**src/design/ascp_regs.svh**
```systemverilog
`ifndef ASCP_REGS_SVH
`define ASCP_REGS_SVH
// ----------------------------------------------------------------------
// register map
// ----------------------------------------------------------------------
`define ASCP_SOFT_RESET_CONTROL 7'h00
`define ASCP_FORMAT_AND_POWER_CONTROL 7'h01
`define ASCP_FMT_RESET 8'h00
`define ASCP_SOFT_RESET_BIT 7
`define ASCP_DUTY_STAB_DIS_BIT 7
`define ASCP_SCRAMBLE_BIT 6
`define ASCP_SIGNED_BIT 5
`define ASCP_SLEEP_BIT 4
// ----------------------------------------------------------------------
// frame layout
// ----------------------------------------------------------------------
`define ASCP_FRAME_BITS 5'd16
`define ASCP_DATA_START 5'd8
`define ASCP_SLEEP_PULSE 4'd8
`endif

```
**src/design/ascp_pkg.sv**
```systemverilog
package ascp_pkg;
    // frame receiver states
    typedef enum logic [1:0] {
        ASCP_IDLE = 2'b00,
        ASCP_SHIFT = 2'b01,
        ASCP_DONE = 2'b10
    } ascp_state_t;
endpackage : ascp_pkg

```
**src/design/ascp_sync_if.sv**
```systemverilog
`timescale 1ns/100ps
`default_nettype none
// ----------------------------------------------------------------------
// synchronised pin levels and edges
// ----------------------------------------------------------------------
interface ascp_sync_if;
    logic cs_n; // chip select level
    logic sck; // serial clock level
    logic sdi; // data in level
    logic sdo_in; // sdo pin level as input
    logic cs_fall; // chip select falling edge
    logic cs_rise; // chip select rising edge
    logic sck_rise; // sck rising edge
    logic sck_fall; // sck falling edge
    modport src (output cs_n, sck, sdi, sdo_in, cs_fall, cs_rise,
        sck_rise, sck_fall);
    modport dst (input cs_n, sck, sdi, sdo_in, cs_fall, cs_rise,
        sck_rise, sck_fall);
endinterface : ascp_sync_if
`default_nettype wire

```
**src/design/ascp_pin_sync.sv**
```systemverilog
`timescale 1ns/100ps
`default_nettype none
// ----------------------------------------------------------------------
// three-stage pin synchroniser with edge detect
// ----------------------------------------------------------------------
module ascp_pin_sync (
    input wire logic ref_clk,
    input wire logic nrst,
    input wire logic [3:0] pins,
    ascp_sync_if.src sy
);
    logic [3:0] s1; // first stage, read only by s2
    logic [3:0] s2; // second stage
    logic [3:0] s3; // third stage
    logic [3:0] lvl; // accepted level

    // shift chain; idle levels: cs high, others low
    always_ff @(posedge ref_clk) begin
        if (!nrst) begin
            s1 <= 4'h1;
            s2 <= 4'h1;
            s3 <= 4'h1;
        end else begin
            s1 <= pins;
            s2 <= s1;
            s3 <= s2;
        end
    end

    // a change counts once stages two and three agree
    always_ff @(posedge ref_clk) begin
        if (!nrst) begin
            lvl <= 4'h1;
        end else begin
            for (int i = 0; i < 4; i++) begin
                if (s2[i] == s3[i]) begin
                    lvl[i] <= s3[i];
                end
            end
        end
    end

    assign sy.cs_n = lvl[0];
    assign sy.sck = lvl[1];
    assign sy.sdi = lvl[2];
    assign sy.sdo_in = lvl[3];
    assign sy.cs_fall = lvl[0] && (s2[0] == s3[0]) && !s3[0];
    assign sy.cs_rise = !lvl[0] && (s2[0] == s3[0]) && s3[0];
    assign sy.sck_rise = !lvl[1] && (s2[1] == s3[1]) && s3[1];
    assign sy.sck_fall = lvl[1] && (s2[1] == s3[1]) && !s3[1];
endmodule : ascp_pin_sync
`default_nettype wire

```
**src/design/ascp_serial_port.sv**
```systemverilog
`timescale 1ns/100ps
`default_nettype none
`include "ascp_regs.svh"
module ascp_serial_port (
    input wire logic ref_clk,
    input wire logic nrst,
    input wire logic port_style_strap,
    input wire logic cs_n_pin,
    input wire logic sck_pin,
    input wire logic sdi_pin,
    input wire logic sdo_pin_in,
    output logic sdo_out,
    output logic sdo_oe,
    output logic duty_stabilizer_disable,
    output logic output_scramble_enable,
    output logic signed_coding_select,
    output logic sleep_all,
    output logic [3:0] nap_channel,
    output logic two_lane_16bit,
    output logic drive_half_current,
    output logic term_enable,
    output logic [13:0] scrambled_data,
    input wire logic [13:0] raw_data
);
    // ------------------------------------------------------------------
    // pin synchronisation
    // ------------------------------------------------------------------
    ascp_sync_if sy ();
    ascp_pin_sync u_sync (
        .ref_clk(ref_clk),
        .nrst(nrst),
        .pins({sdo_pin_in, sdi_pin, sck_pin, cs_n_pin}),
        .sy(sy)
    );

    logic [2:0] strap_q; // strap synchroniser
    logic serial_mode; // strap low, settled
    logic [7:0] fmt; // format_and_power_control
    logic [15:0] shreg; // received frame bits
    logic [4:0] bit_cnt; // sck rises seen
    ascp_pkg::ascp_state_t state; // receiver state
    logic [7:0] rd_data; // latched readback byte
    logic rd_active; // readback frame in flight
    logic [3:0] sleep_cnt; // soft reset sleep pulse
    logic soft_reset_bit; // reset bit, self clearing

    // decode the index field
    function automatic logic is_index(input logic [6:0] idx,
        input logic [6:0] want);
        return idx == want;
    endfunction : is_index

    // ------------------------------------------------------------------
    // strap sampling
    // ------------------------------------------------------------------
    // strap is a pin, so it passes three flops too
    always_ff @(posedge ref_clk) begin
        if (!nrst) begin
            strap_q <= 3'h7;
            serial_mode <= 1'b0;
        end else begin
            strap_q <= {strap_q[1:0], port_style_strap};
            if (strap_q[1] == strap_q[2]) begin
                serial_mode <= !strap_q[2];
            end
        end
    end

    // ------------------------------------------------------------------
    // frame receiver
    // ------------------------------------------------------------------
    always_ff @(posedge ref_clk) begin
        if (!nrst || !serial_mode) begin
            // parallel mode does no framing at all
            state <= ascp_pkg::ASCP_IDLE;
            bit_cnt <= 5'd0;
            shreg <= 16'h0000;
        end else if (sy.cs_rise) begin
            state <= ascp_pkg::ASCP_IDLE;
            bit_cnt <= 5'd0;
        end else begin
            unique case (state)
                ascp_pkg::ASCP_IDLE: begin
                    if (sy.cs_fall) begin
                        state <= ascp_pkg::ASCP_SHIFT;
                        bit_cnt <= 5'd0;
                    end
                end
                ascp_pkg::ASCP_SHIFT: begin
                    if (sy.sck_rise) begin
                        // direction first, then index, then data
                        shreg <= {shreg[14:0], sy.sdi};
                        bit_cnt <= bit_cnt + 5'd1;
                        if (bit_cnt == `ASCP_FRAME_BITS - 5'd1) begin
                            state <= ascp_pkg::ASCP_DONE;
                        end
                    end
                end
                ascp_pkg::ASCP_DONE: begin
                    // extra sck rises fall through here unused
                    state <= ascp_pkg::ASCP_DONE;
                end
                default: begin
                    state <= ascp_pkg::ASCP_IDLE;
                end
            endcase
        end
    end

    logic frame_done; // one cycle: sixteenth bit just landed
    assign frame_done = (state == ascp_pkg::ASCP_SHIFT) && sy.sck_rise
        && (bit_cnt == `ASCP_FRAME_BITS - 5'd1);
    logic [15:0] frame; // completed frame word
    assign frame = {shreg[14:0], sy.sdi};
    logic wr_frame; // write frame complete
    assign wr_frame = frame_done && !frame[15];

    // ------------------------------------------------------------------
    // register writes and software reset
    // ------------------------------------------------------------------
    always_ff @(posedge ref_clk) begin
        if (!nrst) begin
            fmt <= `ASCP_FMT_RESET;
            soft_reset_bit <= 1'b0;
        end else begin
            soft_reset_bit <= 1'b0;
            if (wr_frame && is_index(frame[14:8],
                `ASCP_SOFT_RESET_CONTROL)) begin
                // only bit 7 acts; the rest are don't care
                if (frame[`ASCP_SOFT_RESET_BIT]) begin
                    fmt <= `ASCP_FMT_RESET;
                    soft_reset_bit <= 1'b1;
                end
            end else if (wr_frame && is_index(frame[14:8],
                `ASCP_FORMAT_AND_POWER_CONTROL)) begin
                fmt <= frame[7:0];
            end
        end
    end

    // brief sleep while the soft reset takes effect
    always_ff @(posedge ref_clk) begin
        if (!nrst) begin
            sleep_cnt <= 4'd0;
        end else if (soft_reset_bit) begin
            sleep_cnt <= `ASCP_SLEEP_PULSE;
        end else if (sleep_cnt != 4'd0) begin
            sleep_cnt <= sleep_cnt - 4'd1;
        end
    end

    // ------------------------------------------------------------------
    // readback on sdo
    // ------------------------------------------------------------------
    // index known after 8 bits; data bits follow msb first
    always_ff @(posedge ref_clk) begin
        if (!nrst || !serial_mode || sy.cs_rise) begin
            rd_active <= 1'b0;
            rd_data <= 8'h00;
        end else if (state == ascp_pkg::ASCP_SHIFT && sy.sck_rise
            && bit_cnt == `ASCP_DATA_START - 5'd1) begin
            // the register is read, never written, here
            rd_active <= shreg[6];
            // write-only reset register reads as zero
            rd_data <= is_index({shreg[5:0], sy.sdi},
                `ASCP_FORMAT_AND_POWER_CONTROL) ? fmt : 8'h00;
        end else if (rd_active && sy.sck_fall
            && state == ascp_pkg::ASCP_SHIFT
            && bit_cnt > `ASCP_DATA_START) begin
            rd_data <= {rd_data[6:0], 1'b0};
        end else if (state == ascp_pkg::ASCP_DONE && sy.sck_fall) begin
            rd_active <= 1'b0;
        end
    end

    // open drain: only ever pull low
    always_ff @(posedge ref_clk) begin
        if (!nrst) begin
            sdo_oe <= 1'b0;
        end else begin
            sdo_oe <= rd_active && !rd_data[7]
                && state == ascp_pkg::ASCP_SHIFT;
        end
    end
    always_ff @(posedge ref_clk) begin
        if (!nrst) begin
            sdo_out <= 1'b0;
        end else begin
            sdo_out <= 1'b0;
        end
    end

    // ------------------------------------------------------------------
    // mode outputs
    // ------------------------------------------------------------------
    always_ff @(posedge ref_clk) begin
        if (!nrst) begin
            duty_stabilizer_disable <= 1'b0;
            output_scramble_enable <= 1'b0;
            signed_coding_select <= 1'b0;
            sleep_all <= 1'b0;
            nap_channel <= 4'h0;
            two_lane_16bit <= 1'b1;
            drive_half_current <= 1'b0;
            term_enable <= 1'b0;
        end else if (serial_mode) begin
            duty_stabilizer_disable <= fmt[`ASCP_DUTY_STAB_DIS_BIT];
            output_scramble_enable <= fmt[`ASCP_SCRAMBLE_BIT];
            signed_coding_select <= fmt[`ASCP_SIGNED_BIT];
            sleep_all <= fmt[`ASCP_SLEEP_BIT] || sleep_cnt != 4'd0
                || soft_reset_bit;
            // sleep disables all channels regardless of nap bits
            nap_channel <= fmt[`ASCP_SLEEP_BIT] ? 4'hF : fmt[3:0];
            two_lane_16bit <= 1'b1;
            drive_half_current <= 1'b0;
            term_enable <= 1'b0;
        end else begin
            duty_stabilizer_disable <= 1'b0;
            output_scramble_enable <= 1'b0;
            signed_coding_select <= 1'b0;
            sleep_all <= sy.sdi;
            nap_channel <= 4'h0;
            two_lane_16bit <= !sy.cs_n;
            drive_half_current <= sy.sck;
            term_enable <= sy.sdo_in;
        end
    end

    // ------------------------------------------------------------------
    // output coding and scrambler
    // ------------------------------------------------------------------
    logic [13:0] coded; // coded, then optionally scrambled, sample
    // coding first, so the scrambler sees the final lsb
    always_comb begin
        coded = raw_data;
        coded[13] = raw_data[13] ^ signed_coding_select;
        if (output_scramble_enable) begin
            coded[13:1] = coded[13:1] ^ {13{coded[0]}};
        end
    end

    // one register stage so the output comes straight from a flop
    always_ff @(posedge ref_clk) begin
        if (!nrst) begin
            scrambled_data <= 14'h0000;
        end else begin
            scrambled_data <= coded;
        end
    end

    // ------------------------------------------------------------------
    // checks
    // ------------------------------------------------------------------
    reset_self_clear_a: assert property (
        @(posedge ref_clk) disable iff (!nrst)
        soft_reset_bit |=> !soft_reset_bit)
        else $error("reset bit stayed set");
    reset_clears_fmt_a: assert property (
        @(posedge ref_clk) disable iff (!nrst)
        soft_reset_bit && serial_mode |=> fmt == `ASCP_FMT_RESET
        && nap_channel == 4'h0 && !output_scramble_enable)
        else $error("soft reset left format register set");
    reset_sleeps_a: assert property (
        @(posedge ref_clk) disable iff (!nrst)
        soft_reset_bit && serial_mode |=> sleep_all)
        else $error("soft reset did not sleep converter");
    sdo_never_high_a: assert property (
        @(posedge ref_clk) disable iff (!nrst)
        sdo_out == 1'b0)
        else $error("sdo driven high");
    extra_edges_a: assert property (
        @(posedge ref_clk) disable iff (!nrst)
        state == ascp_pkg::ASCP_DONE && !sy.cs_rise
        |=> $stable(shreg) && $stable(fmt))
        else $error("edge past sixteen had effect");
    cs_rise_idle_a: assert property (
        @(posedge ref_clk) disable iff (!nrst)
        sy.cs_rise && serial_mode |=> state == ascp_pkg::ASCP_IDLE)
        else $error("frame not reset at chip select high");
    read_no_write_a: assert property (
        @(posedge ref_clk) disable iff (!nrst)
        frame_done && frame[15] |=> $stable(fmt))
        else $error("readback changed a register");
    par_no_frame_a: assert property (
        @(posedge ref_clk) disable iff (!nrst)
        !serial_mode |=> state == ascp_pkg::ASCP_IDLE)
        else $error("framing active in parallel mode");
    write_fmt_a: assert property (
        @(posedge ref_clk) disable iff (!nrst)
        wr_frame && frame[14:8] == `ASCP_FORMAT_AND_POWER_CONTROL
        |=> fmt == $past(frame[7:0]))
        else $error("write did not land");
    cov_write_c: cover property (@(posedge ref_clk) wr_frame);
    cov_read_c: cover property (@(posedge ref_clk) frame_done && frame[15]);
    cov_reset_c: cover property (@(posedge ref_clk) soft_reset_bit);
    cov_par_c: cover property (@(posedge ref_clk) !serial_mode && term_enable);
endmodule : ascp_serial_port
`default_nettype wire

```
**config.mk**
```make
export PLATFORM = sky130hd
export DESIGN_NAME = ascp_serial_port
export DESIGN_NICKNAME = d
export VERILOG_FILES = /design/src/design/ascp_pkg.sv /design/src/design/ascp_sync_if.sv /design/src/design/ascp_pin_sync.sv /design/src/design/ascp_serial_port.sv
export VERILOG_INCLUDE_DIRS = /design/src /design/src/design
export SDC_FILE = /design/constraint.sdc
export NUM_CORES = 1
export LEC_CHECK = 0
export BUFFER_PORTS_ARGS = -buffer_cell sky130_fd_sc_hd__buf_4
export CORE_MARGIN = 2
export CORE_UTILIZATION = 59
export CTS_BUF_LIST = sky130_fd_sc_hd__clkbuf_4 sky130_fd_sc_hd__clkbuf_8
export DETAILED_ROUTE_END_ITERATION = 16
export GPL_TIMING_DRIVEN = 0
export PLACE_DENSITY_LB_ADDON = 0.3
export SLEW_MARGIN = 10
export SYNTH_ARGS = -nofsm -noshare
export SYNTH_HDL_FRONTEND = slang
export SYNTH_SLANG_ARGS = --single-unit
export TNS_END_PERCENT = 1
```
**constraint.sdc**
```tcl
create_clock -name ref_clk -period 2.21 [get_ports ref_clk]
set_input_delay 0.442 -clock ref_clk [delete_from_list [all_inputs] [get_ports ref_clk]]
set_output_delay 0.442 -clock ref_clk [all_outputs]
set_load 0.05 [all_outputs]
```
== Word-level counts from Yosys, hierarchy flattened ==
Index checks and enable logic that the tools add are counted.

* Output and inout bits: 27
* Register bits after elaboration: 90
* Bits of input ports: 21

* Reduce and logical (&&, ||, !) cells: 51
* Equal/unequal tests: 16
* Add/sub/neg operators: 2
* Mux-type cells: 22
* $lt $le $gt $ge: 1
* Bitwise logic cells: 4

{| class="wikitable"
|+ Operators by type and width
! kind !! count
|-
| 8-bit two-way mux || 6
|-
| 1-bit logical AND || 20
|-
| 7-bit by 1-bit == test with 1-bit output (second input constant) || 2
|-
| 13-bit two-way mux || 1
|-
| 13-bit XOR || 1
|-
| 4-bit two-way mux || 3
|-
| 5-bit two-way mux || 2
|-
| 2-bit != test (second input constant) || 5
|-
| 5-bit case mux with 2 select lines || 1
|-
| 2-bit nonzero test || 5
|-
| 1-bit logical NOT || 9
|-
| 3-bit AND reduction || 3
|-
| 2-bit AND reduction || 4
|-
| 7-bit logical NOT || 1
|-
| 2-bit two-way mux || 3
|-
| 2-bit case mux with 3 select lines || 1
|-
| 2-bit OR reduction || 3
|-
| 5-bit by 1-bit adder with 5-bit output (second input constant) || 1
|-
| 1-bit == test || 5
|-
| 5-bit by 3-bit == test with 1-bit output (second input constant) || 1
|-
| 5-bit by 4-bit == test with 1-bit output (second input constant) || 1
|-
| 5-bit by 4-bit greater-than comparator with 1-bit output (second input constant) || 1
|-
| 1-bit two-way mux || 5
|-
| 1-bit logical OR || 4
|-
| other kinds (7) || 8
|}

== Longest topological paths before layout ==
Gate-level depths: netlist of run 1.

* Depth after elaboration: 9
* Mapped depth: 9
* Mapped depth without buffers: 8

== Hierarchy ==
A second synthesis of run 1 with hierarchy kept.

* Cells, all modules: 350
* Area, all modules: 3,399.5 um^2

{| class="wikitable"
|+ Modules (own cells, without submodules)
! module !! sequential area each (um^2) !! area an instance (um^2) !! instances !! cells each
|-
| ascp_serial_port || 1,481.4 || 2,891.5 || 1 || 305
|-
| ascp_pin_sync || 320.3 || 508.0 || 1 || 45
|}

== Worst setup path after synthesis of run 1 ==
Ideal clock, no wire load.

* Path type: flip-flop to flip-flop
* From: reg state[1]
* To: reg rd_data[2]
* Slack: 388 ps
* Clock period less this slack: 1,822 ps
* Stages on the path, launching flop included: 8
* Arrival: 1,764 ps
* Path through: dfxtp_1 inv_1 ha_1 nand4b_4 or4_4 nor3_4 a22o_1 a21o_1

* Longest elaborated chain between the ends: 4
* Elaborated cells between the ends (all ways): 7

{| class="wikitable"
|+ Ends and longest elaborated chain
! what !! RTL line !! text
|-
| start, declared || ascp_serial_port.sv:41 || <nowiki>ascp_pkg::ascp_state_t state;</nowiki>
|-
| start signal, assigned || ascp_serial_port.sv:75 || <nowiki>state <= ascp_pkg::ASCP_IDLE;</nowiki>
|-
| start signal, assigned || ascp_serial_port.sv:79 || <nowiki>state <= ascp_pkg::ASCP_IDLE;</nowiki>
|-
| start signal, assigned || ascp_serial_port.sv:85 || <nowiki>state <= ascp_pkg::ASCP_SHIFT;</nowiki>
|-
| 2-bit by 1-bit == test with 1-bit output (*) || ascp_serial_port.sv:160, ascp_serial_port.sv:168 ||
|-
| 1-bit logical AND, on equally long branches || ascp_serial_port.sv:160, ascp_serial_port.sv:168 ||
|-
| 1-bit logical AND, on equally long branches || n/a ||
|-
| 8-bit two-way mux / 2-bit nonzero test (equally long branches) || n/a ||
|-
| end signal, assigned || ascp_serial_port.sv:165 || <nowiki>rd_data <= is_index({shreg[5:0], sy.sdi},</nowiki>
|-
| end signal, assigned || ascp_serial_port.sv:170 || <nowiki>rd_data <= {rd_data[6:0], 1'b0};</nowiki>
|-
| end, declared || ascp_serial_port.sv:42 || <nowiki>logic [7:0] rd_data;</nowiki>
|}

Every way passes the cells marked *; elsewhere a longest branch is shown, timed or not.
A chain may end at the register's enable or synchronous reset.

== Worst setup path after layout of run 1 ==
* From: reg state[1]
* To: reg rd_data[1]

The elaborated chain is that of the path after synthesis.

==> results of run 1 <==
placed cells by master (no fill, tap or decap), types with 2 or more instances in the layout:
cell	n
xnor2_1	14
clkinvlp_4	2
nand3_1	3
nor3_2	2
and3_1	5
and2_1	26
a21o_1	7
clkbuf_8	10
nand2_1	14
nor3_1	2
or3b_2	2
ha_2	2
a21boi_0	3
xor2_1	4
a22o_1	14
o21ai_0	6
ha_1	6
nor4_1	2
buf_2	4
clkbuf_1	7
nor3b_1	2
mux2i_1	14
nor2_1	42
a21oi_1	9
nand2b_1	11
inv_1	10
nor2b_1	3
clkinv_2	2
buf_4	46
dfxtp_1	90
repair_timing:
action                     CTS  global route
hold buffers                 0             0
setup endpoints to repair    0            16
setup buffers                0             0
gates resized for setup      0             5
state kept, by name, summed over array words and instances, names as in the netlist, 2 cells and up:
| register | flops |
|---|---|
| u_sync.lvl | 4 |
| u_sync.s2 | 4 |
| strap_q | 3 |
| scrambled_data | 14 |
| u_sync.s1 | 4 |
| bit_cnt | 5 |
| u_sync.s3 | 4 |
| rd_data | 8 |
| shreg | 15 |
| sleep_cnt | 4 |
| state | 2 |
| fmt | 8 |
| nap_channel | 4 |
final cells by class:
cell class | count | area [um^2] | share of cell area
Inverter | 10 | 37.5 | 0.00934
Sequential cell | 90 | 1800 | 0.448
Buffer | 13 | 57.6 | 0.0143
Timing Repair Buffer | 45 | 338 | 0.0841
Clock inverter | 6 | 63.8 | 0.0159
Multi-Input combinational cell | 216 | 1490 | 0.371
Tap cell | 72 | 90.1 | 0.0224
Clock buffer | 10 | 138 | 0.0342
per-stage QoR:
stage          cell area [um^2]  TNS [ns]
5_1_grt                    4020    -0.134
6_report                   4020         0
2_1_floorplan              3370         0
3_5_place_dp               3800         0
3_3_place_gp               3800         0
4_1_cts                    4000         0
power by group:
part           internal, mW  total (mW)  switching, mW
clock network         0.553        1.13          0.575
registers              1.68        1.72         0.0367
logic                 0.152       0.353          0.201
logic make-up (layout without fill, tap and decap cells):
kind of cell | count (synthesis) | count (layout) | synth area share
xor gates and xnor gates | 18 | 18 | 0.0468
DFF | 90 | 90 | 0.535
other | 1 | 1 | 0.00111
buffers and inverters | 23 | 84 | 0.0282
muxes | 15 | 15 | 0.0449
and+or+nand+nor | 126 | 126 | 0.208
adders and majority gates | 8 | 8 | 0.0297
AOI/OAI and AO/OA | 48 | 48 | 0.107
worst max-delay path by stage:
stage | start | to | slack, ns | cells past startpoint
6_report | state[1] | rd_data[1] | 0.08 | 6
5_1_grt | state[1] | rd_data[1] | -0.04 | 6
4_1_cts | state[1] | rd_data[4] | 0.01 | 7
3_5_place_dp | state[1] | rd_data[1] | 0.07 | 6
3_3_place_gp | state[1] | rd_data[1] | 0.13 | 6
2_1_floorplan | state[1] | rd_data[2] | 0.39 | 7
Yosys cell counts (2+ instances only):
cell / n / area [um^2]
a21oi_1: 9 / 45.0
nor3_1: 3 / 15.0
and3_1: 5 / 31.3
nor2b_1: 3 / 18.8
mux2i_1: 14 / 140
xor2_1: 4 / 35.0
a22o_1: 14 / 123
dfxtp_1: 90 / 1800
buf_2: 4 / 20.0
o21ai_0: 6 / 30.0
or3b_2: 2 / 17.5
nor3b_1: 2 / 15.0
inv_1: 10 / 37.5
clkbuf_1: 7 / 26.3
ha_1: 8 / 100
nor2_1: 43 / 161
xnor2_1: 14 / 123
and2_1: 26 / 163
nand3_1: 3 / 15.0
a21boi_0: 3 / 22.5
a21o_1: 7 / 52.6
nand2b_1: 11 / 68.8
nor4_1: 2 / 12.5
nand2_1: 14 / 52.6
layer usage:
metal,share of wire,up-vias
met3,0.047,19
met5,0,-
met4,0.025,0
met1,0.44,1164
li1,-,1222
met2,0.49,53
==> flow_summary.yaml, run 1 <==
timing:
  clock_skew_ns: 0.0127
  maxSlewViolCount: 0
  worst_slew_pin_slew_ns: 0.666
  setup_ws_ns: 0.0768
  relSlewSlack: 0.552
  finalSetupViolations: 0
  fin_hold_ws_ns: 0.255
  finalHoldViolations: 0
  timing.fmax_mhz: 469
  fin_crit_ns: 2.13
  finalCritPeriodShare: 0.965
global_routing:
  grt_max_degree: 16
  use_met3: 0.0532
  grt_pass1_wl_um: 11200
  grt-busiest-layer: "met2"
  grt_util_all_layers: 0.231
  antenna_found_initial: 0
  grt_pass1_vias: 2384
  use_met1: 0.301
  grt-ovfl-total: 0
  grt_use_met2: 0.359
floorplanning:
  io_pins: 48
  die_area_um2: 6330
  die_h_um: 79.6
  rows: 27
  dieWidth_um: 79.6
  core_um2: 5510
  start_util: 0.612
logic_synthesis:
  ys_types: 49
  synth-edff-count: 0
  ys.flop_type: "dfxtp_1"
  synthCells: 329
  ys_seq_area_frac: 0.535
  synthArstFlopShare: 0
  syn_avg_cell_area_um2: 10.2
  yosys_warnings: 0
  netlist_area_um2: 3370
  ys_ff_latch: 90
  synthesis.nets: 358
drt:
  wl_per_cell_um: 14.5
  routed-via-count: 2458
  post-route-drc-count: 0
  via_per_inst: 5.32
  first_pass_iters: 4
  drt_iter0_drc: 109
  wl_um: 6680
  ant_nets: 0
cells_and_area:
  area_growth_pct: 19.3
  nFillCells: 405
  layout.nets: 414
  fin_cells: 462
  drive_above_1_share: 0.205
  antennaDiodeCount: 0
  final_util: 0.730
place:
  post-dp-hpwl_um: 4710
  gp_congestion: 0.851
  place_ws_ns: 0.0717
  placed_cells: 446
  portBuffers: 45
setup_path:
  r2r_start: "state[1]"
  startpoint_type: "flop"
  cp-end-kind: "flop"
  reg2regPathDepth: 6
  r2r_end: "rd_data[1]"
  crit_buf_inv: 1
  path_class: "reg -> reg"
  cpPeakStageDelay_ns: 0.53
  cp_cell_sequence: "inv_1 -> ha_2 -> nand4b_4 -> nor4_1 -> nor3_2 -> a221o_1"
  cpLargestDelayFamily: "simple AND/OR/NAND/NOR gates"
  required_ns: 2.46
  arrival_ns: 2.38
  crit_path_top_delay_cell: "nor4_1"
  critPathMaxFanout: 8
  timing.reg2reg.setup_slack_ns: 0.08
clock_network:
  cts-buffers-inserted: 9
  insertion_delay_ns: 0.36
  clk_pin_slew_worst_paths_ns: 0.09
  h-tree-depth: 3
  cts_root_buf: "clkbuf_8"
  cts_tree: "built"
  clockBufferDepth: 2
  cts.sinks: 90
run_status:
  status: "finished, final reports clean"
power_and_ir_drop:
  leakagePower_nw: 1.79
  power.density_nw_per_um2: 796
  irDropWorstVdd_uv: 628
  power_mw: 3.20
worst_hold_path:
  min_path_type: "in -> reg"
  hold-path-endpoint: "strap_q[0]"
  min_from: "port_style_strap"
  hold_depth: 2
run:
  max_cap_violations: 0
(Power assumes the default switching activity.)
==> run 2, diff against run 1 <==
SLEW_MARGIN = 20   (was 10)
SYNTH_HIERARCHICAL = 1   (was unset)
==> run 2 against run 1 <==
Compared with the run above: total power is 1.1% lower; clock skew fell by 0.0038 ns; utilization grew 0.50 points; critical path depth rose by 2; sequential share of layout area decreased by 0.52 points; non-clock buffer count grew 1; via count is 3.9% higher; maximum frequency grew 1.6%; register-to-register slack gained 0.03 ns; critical path type unchanged; highest routed layer unchanged.
==> flow_summary.yaml, run 2 <==
drt:
  first_pass_iters: 4
  post-route-drc-count: 0
  via_per_inst: 5.29
  wl_um: 6500
  ant_nets: 0
  drt_iter0_drc: 93
  routed-via-count: 2554
  wl_per_cell_um: 13.5
logic_synthesis:
  yosysTopAreaCell: "dfxtp_1"
  ys_seq_area_frac: 0.530
  netlist_area_um2: 3400
  ys_ff_latch: 90
  synthesis.nets: 380
  yosys_warnings: 6
  synthCells: 350
  synth_area_leaders: "dfxtp_1, and2_1, nand2_1, xnor2_1, ha_1"
  ys_types: 47
  synthTopCellsByCount: "dfxtp_1, nand2_1, and2_1, nor2_1, a21oi_1"
  yosysMostFrequentCell: "dfxtp_1"
  synthArstFlopShare: 0
  ys.flop_type: "dfxtp_1"
  synth_top_area_share: 0.530
  synth-edff-count: 0
  syn_avg_cell_area_um2: 9.71
global_routing:
  grt_pass1_wl_um: 10800
  antenna_found_initial: 0
  grt_util_all_layers: 0.218
  grt_pass1_vias: 2459
  grt-ovfl-total: 0
  grt_max_degree: 14
place:
  portBuffers: 46
  post-dp-hpwl_um: 4790
  gp_congestion: 0.808
  placed_cells: 468
  place_area_um2: 3830
floorplanning:
  dieWidth_um: 79.9
  die_area_um2: 6380
  rows: 27
  die_h_um: 79.9
  io_pins: 48
  start_util: 0.614
  core_um2: 5540
cells_and_area:
  largest_reg_flops: 15
  layout.nets: 437
  drive_above_1_share: 0.231
  area_growth_pct: 19.8
  reg_top3: "shreg x15, scrambled_data x14"
  final_util: 0.735
  fin_cells: 483
  antennaDiodeCount: 0
  layout_common_cells: "dfxtp_1, buf_4, nand2_1, and2_1, nor2_1"
  top_register: "shreg"
  layout_commonest_cell: "dfxtp_1"
  postLayoutCellArea_um2: 4070
timing:
  rsz0062_at_grt: "true"
  finalSetupViolations: 0
  finalCritPeriodShare: 0.950
  timing.fmax_mhz: 476
  finalHoldViolations: 0
  worst_slew_pin_slew_ns: 0.604
  maxSlewViolCount: 0
  relSlewSlack: 0.594
  fin_crit_ns: 2.10
  clock_skew_ns: 0.00897
  fin_hold_ws_ns: 0.282
setup_path:
  reg2regPathDepth: 8
  timing.reg2reg.setup_slack_ns: 0.11
  critPathMaxFanout: 8
  startpoint_type: "flop"
  arrival_ns: 2.39
  required_ns: 2.50
  r2r_start: "bit_cnt[0]"
  cp-end-kind: "flop"
  path_class: "reg -> reg"
  r2r_end: "fmt[7]"
clock_network:
  cts_root_buf: "clkbuf_8"
  cts.sinks: 90
  h-tree-depth: 3
  hold_buffers: 0
  insertion_delay_ns: 0.34
  clk_pin_slew_worst_paths_ns: 0.08
  clockBufferDepth: 2
  cts-buffers-inserted: 9
  cts_tree: "built"
run_status:
  status: "finished, final reports clean"
worst_hold_path:
  min_path_type: "in -> reg"
  hold-path-endpoint: "strap_q[0]"
  hold_depth: 2
  min_from: "port_style_strap"
run:
  max_cap_violations: 0
power_and_ir_drop:
  leakagePower_nw: 1.63
  power.density_nw_per_um2: 777
  irDropWorstVdd_uv: 525
## run 2: cell type report
class / count / area [um^2]
Timing Repair Buffer: 46 / 345
Tap cell: 72 / 90.1
Sequential cell: 90 / 1800
Inverter: 11 / 41.3
Clock buffer: 13 / 160
Buffer: 13 / 73.8
Fill cell: 416 / 1470
Multi-Input combinational cell: 236 / 1520
Clock inverter: 2 / 37.5
## run 2: where the power goes
| group | total [mW] | switching [mW] | leakage (nW) | internal [mW] |
|---|---|---|---|---|
| combinational | 0.343 | 0.189 | 0.794 | 0.154 |
| clock | 1.10 | 0.518 | 0.100 | 0.587 |
| sequential | 1.72 | 0.0356 | 0.734 | 1.68 |
## run 2: routing by layer
metal  track usage  vias up  part of all wire
met2         0.407       58              0.53
met5             0        -                 0
met3        0.0362       13             0.034
li1              -     1289                 -
met1         0.242     1194              0.42
met4        0.0881        0             0.017
## run 2: worst max path at each step
stage / startpoint / to / slack [ns] / cells past startpoint
2_1_floorplan: bit_cnt[0] / fmt[0] / 0.23 / 7
3_3_place_gp: bit_cnt[1] / fmt[1] / 0.03 / 7
3_5_place_dp: bit_cnt[1] / fmt[3] / 0.002 / 7
4_1_cts: bit_cnt[1] / fmt[3] / 0.007 / 7
5_1_grt: bit_cnt[1] / fmt[0] / -0.02 / 8
6_report: bit_cnt[0] / fmt[7] / 0.11 / 8
## run 2: through the flow
stage	setup TNS, ns	total power [mW]	setup WS [ns]
after floorplan	0	2.00	0.229
after global placement	0	2.08	0.0326
after detailed placement	0	2.10	0.00205
after CTS	0	3.19	0.00707
after global routing	-0.131	3.30	-0.0223
final	0	3.16	0.110
## run 2: what timing repair did
action,in CTS,in global routing
gates resized for setup,1,12
gates cloned,0,0
setup buffers,0,0
endpoints found under the setup margin,7,26
pin swaps,0,1
## run 2: cell families after synthesis
logic type,count (synthesis),synth area share
compound gates,57,0.117
xor+xnor,18,0.0464
fa+ha+maj,9,0.0331
buf+inv,24,0.0331
flops,90,0.530
mux,2,0.00589
other cells,1,0.00110
simple gates,149,0.234
## run 2: critical path, stage by stage (launching register included)
cell and delay [ns]:
dfxtp_2 0.36, ha_2 0.20, and3_1 0.16, ha_1 0.16, or4b_4 0.48, nor3_4 0.22, and3_1 0.21, buf_6 0.13
a22o_2 0.12
==> run 3, diff against run 2 <==
CORE_UTILIZATION = 49   (was 59)
==> run 3 against run 2 <==
Compared with the run above: combinational power about the same; via count decreased by 1.8%; non-clock buffer count unchanged; utilization decreased by 13 points; design area increased by 0.37%; sequential power about the same; maximum frequency decreased by 1.0%; clock power about the same; final cell count increased by 1.9%; register-to-register slack got worse by 0.02 ns; worst hold slack got worse by 0.0099 ns; first-iteration DRC count increased by 6.5%; critical endpoint unchanged; largest power group unchanged; highest routed layer unchanged.
==> flow_summary.yaml, run 3 (synthesis gave the netlist of run 2 again) <==
run_status:
  status: "finished, final reports clean"
floorplanning:
  rows: 30
  io_pins: 48
  start_util: 0.503
  die_area_um2: 7620
  dieWidth_um: 87.3
  die_h_um: 87.3
  core_um2: 6760
power_and_ir_drop:
  power.density_nw_per_um2: 778
  power_mw: 3.18
  swShare: 0.257
  switchingPower_mw: 0.818
  p_int_mw: 2.36
  irDropWorstVdd_uv: 447
  p_clk_frac: 0.353
  power_frac_seq: 0.539
  leakagePower_nw: 1.62
  p_comb_frac: 0.107
cells_and_area:
  layout_common_cells: "dfxtp_1, buf_4, nand2_1, and2_1, nor2_1"
  top_register: "shreg"
  reg_top3: "shreg x15, scrambled_data x14"
  largest_reg_flops: 15
  fin_cells: 492
  antennaDiodeCount: 0
  layout_commonest_cell: "dfxtp_1"
  layout.nets: 437
  drive_above_1_share: 0.233
  postLayoutCellArea_um2: 4090
  area_growth_pct: 20.2
  final_util: 0.605
timing:
  fin_crit_ns: 2.12
  maxSlewViolCount: 0
  relSlewSlack: 0.619
  finalCritPeriodShare: 0.960
  clock_skew_ns: 0.0105
  finalSetupViolations: 0
  worst_slew_pin_slew_ns: 0.567
  fin_hold_ws_ns: 0.272
  rsz0062_at_grt: "false"
  timing.fmax_mhz: 471
  finalHoldViolations: 0
worst_hold_path:
  hold_depth: 2
  min_path_type: "in -> reg"
run:
  max_cap_violations: 0
place:
  gp_congestion: 0.763
  placed_cells: 476
  place_area_um2: 3840
  portBuffers: 46
  post-dp-hpwl_um: 4510
clock_network:
  cts.sinks: 90
  h-tree-depth: 3
  cts_tree: "built"
  clk_pin_slew_worst_paths_ns: 0.09
  cts-buffers-inserted: 9
  insertion_delay_ns: 0.36
  cts_root_buf: "clkbuf_8"
  hold_buffers: 0
  clockBufferDepth: 2
global_routing:
  grt_util_all_layers: 0.175
  antenna_found_initial: 0
  grt_max_degree: 17
  grt_pass1_vias: 2374
  grt-ovfl-total: 0
  grt_pass1_wl_um: 10500
drt:
  ant_nets: 0
  drt_iter0_drc: 99
  via_per_inst: 5.10
  wl_um: 6200
  routed-via-count: 2508
  first_pass_iters: 4
  post-route-drc-count: 0
  wl_per_cell_um: 12.6
setup_path:
  r2r_start: "bit_cnt[0]"
  endpoint: "fmt[7]"
  r2r_end: "fmt[7]"
  required_ns: 2.52
  critPathMaxFanout: 8
  reg2regPathDepth: 8
  arrival_ns: 2.43
  startpoint_type: "flop"
  critPathLaunch: "bit_cnt[0]"
  timing.reg2reg.setup_slack_ns: 0.09
  cp-end-kind: "flop"
  path_class: "reg -> reg"
## run 3: cell types whose count changed in the layout (fill, tap and decap cells not counted)
cell        previous run  this run
clkbuf_4               3         0
clkinv_4               0         2
clkinvlp_4             1         3
clkbuf_8              10         9
inv_6                  0         1
## run 3: worst min path at each step
stage,startpoint,slack [ns],end
6_report,port_style_strap,0.27,strap_q[0]
2_1_floorplan,strap_q[0],0.39,strap_q[1]
5_1_grt,cs_n_pin,0.28,u_sync/s1[0]
3_5_place_dp,strap_q[0],0.40,strap_q[1]
4_1_cts,port_style_strap,0.26,strap_q[0]
3_3_place_gp,u_sync/s1[0],0.39,u_sync/s2[0]
## run 3: area by class of cell
type	count	area [um^2]
Buffer	13	73.8
Sequential cell	90	1800
Fill cell	622	2670
Inverter	11	41.3
Clock buffer	9	124
Clock inverter	7	78.8
Multi-Input combinational cell	236	1520
Timing Repair Buffer	46	345
Tap cell	80	100
## run 3: metrics by stage
step | setup WS, ns | setup TNS (ns)
floorplan | 0.229 | 0
global placement | 0.00415 | 0
detailed placement | -0.0296 | -0.218
CTS | 0.0442 | 0
global route | 0.000263 | 0
finish | 0.0879 | 0
## run 3: repair_timing
action,CTS,global route
buffers inserted,0,0
endpoints found under the setup margin,8,25
resized for setup,3,10
pin swaps,1,0
## run 3: critical path, stage by stage (launching register included)
cell,delay [ns]
dfxtp_2,0.36
ha_1,0.20
and3_1,0.17
ha_2,0.20
or4b_4,0.48
nor3_4,0.21
and3_1,0.20
buf_6,0.13
a22o_2,0.12
## run 3: routing by layer
| metal | track usage | vias up | share of wire |
|---|---|---|---|
| li1 | - | 1282 | - |
| met1 | 0.215 | 1162 | 0.47 |
| met2 | 0.290 | 58 | 0.47 |
| met3 | 0.0474 | 6 | 0.054 |
| met4 | 0.0741 | 0 | 0.0081 |
| met5 | 0 | - | 0 |
## run 3: power groups by stage
stage	clock network, mW	registers (mW)	logic [mW]
after global routing	1.22	1.72	0.383
after floorplan	0	1.80	0.200
after CTS	1.16	1.72	0.347
after global placement	0	1.75	0.333
final	1.12	1.72	0.342
after detailed placement	0	1.76	0.343
